$ cat config.mk
export PLATFORM = sky130hd
export DESIGN_NAME = fvcm_dispatch
export DESIGN_NICKNAME = d
export VERILOG_FILES = /design/src/logic/fvcm_pkg.sv /design/src/logic/fvcm_dispatch.sv
export SDC_FILE = /design/constraint.sdc
export NUM_CORES = 1
export LEC_CHECK = 0
export ABC_CLOCK_PERIOD_IN_PS = 3150
export BUFFER_PORTS_ARGS = -buffer_cell sky130_fd_sc_hd__buf_2
export CORE_MARGIN = 3
export CORE_UTILIZATION = 56
export CTS_CLUSTER_SIZE = 16
export DETAILED_ROUTE_END_ITERATION = 7
export PLACE_DENSITY = 0.84
export SETUP_SLACK_MARGIN = 0.3
export SLEW_MARGIN = 25
export SYNTH_ARGS = -nofsm -noshare
export SYNTH_HDL_FRONTEND = slang
export SYNTH_SLANG_ARGS = --single-unit
export TNS_END_PERCENT = 1
$ cat constraint.sdc
create_clock -name clk -period 3.15 [get_ports clk]
set_clock_uncertainty 0.15 [all_clocks]
set_input_delay 0.315 -clock clk [delete_from_list [all_inputs] [get_ports clk]]
set_output_delay 0.315 -clock clk [all_outputs]
set_load 0.03 [all_outputs]
$ cat src/logic/fvcm_pkg.sv
// fvcm_pkg: page-zero layout, fault kinds and decimal/ASCII fault codes
// assumes a 16-bit word memory port and a 32-bit logical address
package fvcm_pkg;
  localparam logic [7:0] FVCM_RSV_LAST = 8'h27;
  localparam logic [7:0] FVCM_PZ_LAST = 8'hFF;
  localparam logic [7:0] FVCM_W_LEVEL = 8'h00;
  localparam logic [7:0] FVCM_W_IO_HND = 8'h01;
  localparam logic [7:0] FVCM_W_IO_RET_HI = 8'h02;
  localparam logic [7:0] FVCM_W_IO_RET_LO = 8'h03;
  localparam logic [7:0] FVCM_W_VSTK_PTR = 8'h04;
  localparam logic [7:0] FVCM_W_NMASK = 8'h05;
  localparam logic [7:0] FVCM_W_VSTK_LIM = 8'h06;
  localparam logic [7:0] FVCM_W_VSTK_HND = 8'h07;
  localparam logic [7:0] FVCM_W_BRK_HND = 8'h08;
  localparam logic [7:0] FVCM_W_WIDE_EXTENDED_OP_ORG = 8'h0A;
  localparam logic [7:0] FVCM_W_WSTK_HND = 8'h0C;
  localparam logic [7:0] FVCM_W_PAGE_HND = 8'h18;
  localparam logic [7:0] FVCM_W_CTX_BASE = 8'h1A;
  localparam logic [7:0] FVCM_W_GATE_PTR = 8'h1C;
  localparam logic [7:0] FVCM_W_PROT_HND = 8'h1E;
  localparam logic [7:0] FVCM_W_FIX_HND = 8'h1F;
  localparam logic [7:0] FVCM_W_NSTK_TOP = 8'h20;
  localparam logic [7:0] FVCM_W_NFRAME = 8'h21;
  localparam logic [7:0] FVCM_W_NSTK_LIM = 8'h22;
  localparam logic [7:0] FVCM_W_NSTK_HND = 8'h23;
  localparam logic [7:0] FVCM_W_NXOP_ORG = 8'h24;
  localparam logic [7:0] FVCM_W_FP_HND = 8'h25;
  localparam logic [7:0] FVCM_W_DEC_HND = 8'h26;
  localparam logic [7:0] FVCM_W_ERR_HND = 8'h27;
  localparam logic [15:0] FVCM_WIDE_BIT = 16'h8000;
  localparam logic [15:0] FVCM_DC_DIGIT_NARROW_FORMAT_A = 16'h0000;
  localparam logic [15:0] FVCM_DC_DTYPE = 16'h0001;
  localparam logic [15:0] FVCM_DC_SRC5 = 16'h0002;
  localparam logic [15:0] FVCM_DC_OPCODE = 16'h0003;
  localparam logic [15:0] FVCM_DC_RANGE = 16'h0004;
  localparam logic [15:0] FVCM_DC_RETBLK = 16'h0005;
  localparam logic [15:0] FVCM_DC_SIGN = 16'h0006;
  localparam logic [15:0] FVCM_DC_DIGIT = 16'h0007;
  localparam logic [1:0] FVCM_RB_TYPE_NARROW_FORMAT_A = 2'h2;
  localparam logic [2:0] FVCM_DTYPE_SRC_BAD = 3'h5;
  localparam logic [2:0] FVCM_DTYPE_6 = 3'h6;
  localparam logic [4:0] FVCM_IND_MAX = 5'h10;
  typedef enum logic [3:0] {
    FVCM_F_IO, FVCM_F_VSTK, FVCM_F_BRK, FVCM_F_WSTK, FVCM_F_PAGE, FVCM_F_PROT,
    FVCM_F_FIX, FVCM_F_NSTK, FVCM_F_FP, FVCM_F_DEC, FVCM_F_ERR
  } fvcm_fault_e;
  typedef enum logic [3:0] {
    FVCM_D_NONE, FVCM_D_BAD_CHAR, FVCM_D_DTYPE, FVCM_D_MOVE_SRC, FVCM_D_OPCODE,
    FVCM_D_RANGE, FVCM_D_RETBLK, FVCM_D_SIGN, FVCM_D_DIGIT, FVCM_D_SIGN_DIGIT
  } fvcm_dec_e;
  typedef struct packed {
    fvcm_fault_e kind;
    fvcm_dec_e dcond;
    logic wide;
    logic [2:0] seg;
    logic [15:0] size_prec;
  } fvcm_req_s;
  typedef struct packed {
    logic [31:0] target;
    logic [15:0] acc_one;
    logic [15:0] acc_two;
    logic acc_two_we;
    logic base_level;
  } fvcm_res_s;
endpackage : fvcm_pkg

$ cat src/logic/fvcm_dispatch.sv
// fvcm_dispatch: fault dispatch through page zero, decimal/ASCII fault codes
// assumes a word memory answering mem_rd_req with mem_rd_ok some cycles later
`timescale 1ns/1ps
`default_nettype none
module fvcm_dispatch (
  input wire logic clk,
  input wire logic rst_n,
  input wire logic fault_valid,
  input wire fvcm_pkg::fvcm_req_s fault_req,
  input wire logic xlate_en,
  output logic busy,
  output logic mem_rd_req,
  output logic [31:0] mem_addr,
  output logic mem_phys,
  input wire logic mem_rd_ok,
  input wire logic [15:0] mem_rd_data,
  output logic done,
  output fvcm_pkg::fvcm_res_s result,
  output logic bad_vector
);
  import fvcm_pkg::*;

  typedef enum {S_IDLE, S_LVL, S_RD, S_WAIT, S_LVL_WAIT, S_DONE} fvcm_state_e;
  fvcm_state_e state;
  fvcm_req_s req;
  logic [7:0] word;
  logic [2:0] seg;
  logic lvl_zero;
  logic [4:0] hops;

  function automatic logic [7:0] fvcm_slot(input fvcm_fault_e k);
    case (k)
      FVCM_F_IO: fvcm_slot = FVCM_W_IO_HND;
      FVCM_F_VSTK: fvcm_slot = FVCM_W_VSTK_HND;
      FVCM_F_BRK: fvcm_slot = FVCM_W_BRK_HND;
      FVCM_F_WSTK: fvcm_slot = FVCM_W_WSTK_HND;
      FVCM_F_PAGE: fvcm_slot = FVCM_W_PAGE_HND;
      FVCM_F_PROT: fvcm_slot = FVCM_W_PROT_HND;
      FVCM_F_FIX: fvcm_slot = FVCM_W_FIX_HND;
      FVCM_F_NSTK: fvcm_slot = FVCM_W_NSTK_HND;
      FVCM_F_FP: fvcm_slot = FVCM_W_FP_HND;
      FVCM_F_DEC: fvcm_slot = FVCM_W_DEC_HND;
      default: fvcm_slot = FVCM_W_ERR_HND;
    endcase
  endfunction : fvcm_slot

  // indirectable entries; page handler and error trap are used as fetched
  function automatic logic fvcm_indir(input fvcm_fault_e k);
    fvcm_indir = !(k == FVCM_F_PAGE || k == FVCM_F_ERR);
  endfunction : fvcm_indir

  function automatic logic [15:0] fvcm_dcode(input fvcm_dec_e c, input logic w);
    logic [15:0] n;
    n = FVCM_DC_DIGIT;
    case (c)
      FVCM_D_BAD_CHAR: n = FVCM_DC_DIGIT_NARROW_FORMAT_A;
      FVCM_D_DTYPE: n = FVCM_DC_DTYPE;
      FVCM_D_MOVE_SRC: n = FVCM_DC_SRC5;
      FVCM_D_OPCODE: n = FVCM_DC_OPCODE;
      FVCM_D_RANGE: n = FVCM_DC_RANGE;
      FVCM_D_RETBLK: n = FVCM_DC_RETBLK;
      FVCM_D_SIGN: n = FVCM_DC_SIGN;
      FVCM_D_SIGN_DIGIT: n = FVCM_DC_SIGN;
      default: n = FVCM_DC_DIGIT;
    endcase
    fvcm_dcode = (w && c != FVCM_D_RETBLK) ? (n | FVCM_WIDE_BIT) : n;
  endfunction : fvcm_dcode

  // page-zero word address inside the chosen segment
  function automatic logic [31:0] fvcm_pz_addr(input logic [2:0] s, input logic [7:0] w);
    fvcm_pz_addr = {1'b0, s, 20'h00000, w};
  endfunction : fvcm_pz_addr

  // pointer word as address: low 64KB of the segment, high bits zero
  function automatic logic [31:0] fvcm_low64k(input logic [2:0] s, input logic [14:0] p);
    fvcm_low64k = {1'b0, s, 13'h0000, p};
  endfunction : fvcm_low64k

  // page-zero words that hold parameters, never a handler pointer
  function automatic logic fvcm_data_word(input logic [7:0] w);
    fvcm_data_word = (w == FVCM_W_LEVEL) || (w == FVCM_W_IO_RET_HI) ||
      (w == FVCM_W_IO_RET_LO) || (w == FVCM_W_VSTK_PTR) ||
      (w == FVCM_W_NMASK) || (w == FVCM_W_VSTK_LIM) ||
      (w == FVCM_W_WIDE_EXTENDED_OP_ORG) || (w == FVCM_W_CTX_BASE) ||
      (w == FVCM_W_GATE_PTR) || (w == FVCM_W_NSTK_TOP) ||
      (w == FVCM_W_NFRAME) || (w == FVCM_W_NSTK_LIM) ||
      (w == FVCM_W_NXOP_ORG);
  endfunction : fvcm_data_word

  ////////////////////////////////////////////////////////////////////////
  // page-zero segment choice

  // translation off forces segment 0 physical; on uses the faulting segment
  logic [2:0] next_seg;
  assign next_seg = xlate_en ? fault_req.seg : 3'h0;

  ////////////////////////////////////////////////////////////////////////
  // dispatch state machine

  always_ff @(posedge clk) begin
    if (!rst_n) begin
      state <= S_IDLE;
      req <= '0;
      word <= 8'h00;
      seg <= 3'h0;
      hops <= 5'h00;
      lvl_zero <= 1'b1;
    end else begin
      case (state)
        S_IDLE: begin
          if (fault_valid) begin
            req <= fault_req;
            seg <= next_seg;
            word <= fvcm_slot(fault_req.kind);
            hops <= 5'h00;
            state <= S_LVL;
          end
        end
        S_LVL: state <= S_LVL_WAIT;
        S_LVL_WAIT: begin
          if (mem_rd_ok) begin
            lvl_zero <= (mem_rd_data == 16'h0000);
            state <= S_RD;
          end
        end
        S_RD: state <= S_WAIT;
        S_WAIT: begin
          if (mem_rd_ok) begin
            // bit 15 marks another hop; chains stay in the low 64KB
            if (fvcm_indir(req.kind) && mem_rd_data[15] && hops < FVCM_IND_MAX) begin
              hops <= hops + 5'h01;
              state <= S_RD;
            end else begin
              state <= S_DONE;
            end
          end
        end
        default: state <= S_IDLE;
      endcase
    end
  end

  ////////////////////////////////////////////////////////////////////////
  // memory port

  logic [14:0] ptr;
  always_ff @(posedge clk) begin
    if (!rst_n) begin
      mem_rd_req <= 1'b0;
      mem_addr <= 32'h0000_0000;
      mem_phys <= 1'b0;
      ptr <= 15'h0000;
    end else begin
      mem_rd_req <= (state == S_LVL) || (state == S_RD);
      mem_phys <= !xlate_en;
      if (state == S_LVL) begin
        mem_addr <= fvcm_pz_addr(seg, FVCM_W_LEVEL);
      end else if (state == S_RD && hops == 5'h00) begin
        mem_addr <= fvcm_pz_addr(seg, word);
      end else if (state == S_RD) begin
        mem_addr <= fvcm_low64k(seg, ptr);
      end
      if (state == S_WAIT && mem_rd_ok) begin
        ptr <= mem_rd_data[14:0];
      end
    end
  end

  ////////////////////////////////////////////////////////////////////////
  // result

  always_ff @(posedge clk) begin
    if (!rst_n) begin
      done <= 1'b0;
      busy <= 1'b0;
      result <= '0;
      bad_vector <= 1'b0;
    end else begin
      busy <= (state != S_IDLE) || fault_valid;
      done <= (state == S_DONE);
      if (state == S_DONE) begin
        // handler target in same segment, first 64KB only
        result.target <= fvcm_low64k(seg, ptr);
        result.base_level <= lvl_zero;
        result.acc_one <= fvcm_dcode(req.dcond, req.wide);
        result.acc_two <= req.size_prec;
        result.acc_two_we <= (req.kind == FVCM_F_DEC) &&
          (req.dcond == FVCM_D_MOVE_SRC || req.dcond == FVCM_D_OPCODE);
        // only segment 0 holds privileged pointers
        bad_vector <= (seg != 3'h0);
      end
    end
  end
endmodule : fvcm_dispatch
`default_nettype wire

==> metrics.md <==
| Metric | Value |
|---|---|
| Clock Pin Slew Worst Setup and Hold Paths | 0.06 ns |
| Routability cong. | 0.853 |
| Slowest stage delay, CP | 0.45 ns |
| Row cnt | 35 |
| Count of unique library cells instantiated by Yosys | 45 |
| Port Buffer Count | 111 |
| Final slew viol count | 0 |
| Share of cells above drive strength 1 | 20.2% |
| Worst setup margin | 0.793 ns |
| Share of synthesized registers carrying an async set or reset | 0% |
| Synth Cell Area | 0.00538 mm^2 |
| Core Region | 0.00928 mm^2 |
| Max Buffers Root-to-Sink | 2 |
| Die area | 0.0108 mm^2 |
| Avg Cell Area, Syn | 8.64 um^2 |
| Total wire length | 13.6 mm |
| CP bufs+invs | 1 |
| Post-synthesis sequential area ratio | 46.1% |
| EDFF count, synth | 0 |
| Cts bufs inserted | 17 |
| Outcome | finished clean |
| Max cap viols | 0 |
| Hold Worst Slack | 0.0312 ns |
| Largest net degree at the start of global routing | 77 |
| Synth Area in XOR/XNOR | 0.163% |
| Req. time, crit path | 3.41 ns |
| Die height | 104 um |
| CP Class | reg2reg |
| H-tree Lvls | 4 |
| First-pass GRT wire length | 21.9 mm |
| Avg WL per Cell | 15.0 um |
| Iter 0 DRT Violations | 250 |
| Critical Path, Cell by Cell | nor4b_4, buf_4, nand2_1, nand2_1, nand2_1, ha_1, or2_0, a21o_1 |
| Skew-Pair Late Insertion Delay | 0.51 ns |
| Place WS | 0.835 ns |
| Unrepaired setup endpoints after global routing | false |
| CP most frequent cell | nand2_1 |
| Commonest non-fill, non-tap cells in the layout | 186 x nand2_1, 124 x dfxtp_1, 111 x buf_2 |
| Register bit total from synthesis | 124 |
| Total iterations of the first detailed-routing run | 5 |
| Crit. End Element | register |
| Post-synthesis compound-gate area fraction | 18.0% |
| Via density | 5.19 |
| CP max stage cell | dfxtp_1 |
| Tot GR Track Use | 24.9% |
| WP data arrival | 2.62 ns |
| Vias | 4688 |
| Period utilisation layout | 74.8% |
| Adder-cell share of the synthesized area | 2.09% |
| Leading cell type in the layout, fill and taps excluded | nand2_1 |
| DRC | 0 |
| Final nets | 820 |
| Boundary Pins | 152 |
| Top delay family on crit path | simple AND/OR/NAND/NOR gates |
| Slew headroom | 35.5% |
| Total gr overflow | 0 |
| Top FF cell, synth | dfxtp_1 |
| Synth warn | 0 |
| HP Class | in2reg |
| Least-Margin Pin Slew | 0.954 ns |
| Pwr per Cell Area | 615 mW/mm^2 |
| Number of global-route vias before repair | 4598 |
| Initial Util | 58.0% |
| Synth Area in Simple Gates | 21.5% |
| Peak Freq | 0.424 GHz |
| Final setup viols | 0 |
| Util after Layout | 73.7% |
| Antenna Nets Post-Route | 0 |
| Critical Path Start Type | register |
| Ant. Diodes | 0 |
| Area after DPL | 0.00584 mm^2 |
| Initial antenna violation count | 0 |
| Largest family of logic cells by synthesized area | simple AND/OR/NAND/NOR gates |
| Synthesized instance count | 623 |
| Clk sinks | 124 |
| Leak | 2.88 nW |
| CTS Root Cell | clkbuf_8 |
| Crit Path Max Fanout | 32 |
| Detailed Place HPWL | 8.42 mm |
| Hold Buf Count CTS | 43 |
| Mux cell area share after synthesis | 2.42% |
| Final hold vios | 0 |
| Peak supply drop | 0.000379 V |
| CTS resizes | 0 |
| Setup bufs post-CTS | 0 |
| Area Growth Syn to Fin | 27.3% |
| CTS tree | done |
| Horiz. Die Dim | 104 um |
| Minimum clock period | 2.36 ns |
| TNS Setup | 0 ns |
| Finished Cell Area | 0.00685 mm^2 |
## report_power, final
| group | total [W] | leakage, nW | switching (W) | internal [W] |
|---|---|---|---|---|
| combinational | 0.000582 | 1.59 | 0.000373 | 0.000209 |
| sequential | 0.00173 | 1.01 | 0.0000749 | 0.00166 |
| clock | 0.00190 | 0.280 | 0.000681 | 0.00121 |
| total | 0.00421 | 2.88 | 0.00113 | 0.00308 |
## stage by stage
step	power [W]	cells
finish	0.00421	903
global route	0.00435	903
CTS	0.00421	903
detailed placement	0.00229	829
global placement	0.00226	829
floorplan	0.00219	662
## worst register-to-register path, cell delays in order (launching register included)
cell,delay [ns]
dfxtp_1,0.45
nor4b_4,0.34
buf_4,0.37
nand2_1,0.10
nand2_1,0.08
nand2_1,0.11
ha_1,0.25
or2_0,0.23
a21o_1,0.18
## Yosys cell counts, drive strengths merged, types with 2 or more instances
cell type / number / area, um^2
nor3b: 2 / 15.0
o311ai: 3 / 26.3
a211oi: 7 / 52.6
a21oi: 11 / 55.1
a21boi: 84 / 631
a2111oi: 2 / 55.1
a22oi: 2 / 15.0
nand3b: 4 / 30.0
nor2: 18 / 67.6
nor4bb: 2 / 20.0
and3: 3 / 18.8
nand2: 186 / 698
nand3: 9 / 45.0
a21o: 3 / 22.5
mux2i: 13 / 130
nor4b: 6 / 67.6
o21ai: 5 / 25.0
or4b: 2 / 20.0
a41oi: 2 / 17.5
o22ai: 2 / 12.5
dfxtp: 124 / 2480
clkbuf: 30 / 113
buf: 51 / 377
nand2b: 5 / 31.3
nor4: 6 / 37.5
ha: 9 / 113
and2: 3 / 18.8
or2: 2 / 12.5
o211a: 2 / 20.0
inv: 7 / 26.3
a31oi: 2 / 12.5
nor2b: 8 / 50.1
## path summary, 6_finish.rpt
kind / start / cells after the start / slack [ns] / endpoint
max: state[2] / 8 / 0.79 / register
min: fault_req[26] / 3 / 0.03 / req[26]
max reg2reg: state[2] / 8 / 0.79 / register
min reg2reg: register / 2 / 0.30 / result[20]
## metal layers
layer	global-route usage, %	up-vias	share of wire [%]
met5	0	-	0
met4	10.8	0	2.2
met3	5.83	32	5.4
met2	43.7	169	51
met1	28.8	2204	42
li1	-	2283	-
## kinds of logic after synthesis
logic type,after synthesis
flip-flops,124
other,1
AND/OR/NAND/NOR,259
multiplexers,13
AO/OA/AOI/OAI,128
buffers and inverters,88
XOR/XNOR,1
adder cells (fa/ha/maj),9
## layout make-up
type,instances,area (um^2)
Sequential cell,124,2480
Fill cell,646,2440
Timing Repair Buffer,162,1060
Clock inverter,12,146
Inverter,7,26.3
Tap cell,129,161
Clock buffer,19,432
Multi-Input combinational cell,450,2540
## flip-flops by register name (all words and copies together), names as in the netlist, named ones only
register,flops
done,1
mem_addr,18
result,40
busy,1
req,25
word,6
mem_phys,1
mem_rd_req,1
hops,5
state,3
ptr,15
lvl_zero,1
bad_vector,1
seg,3
(Power assumes the default switching activity.)
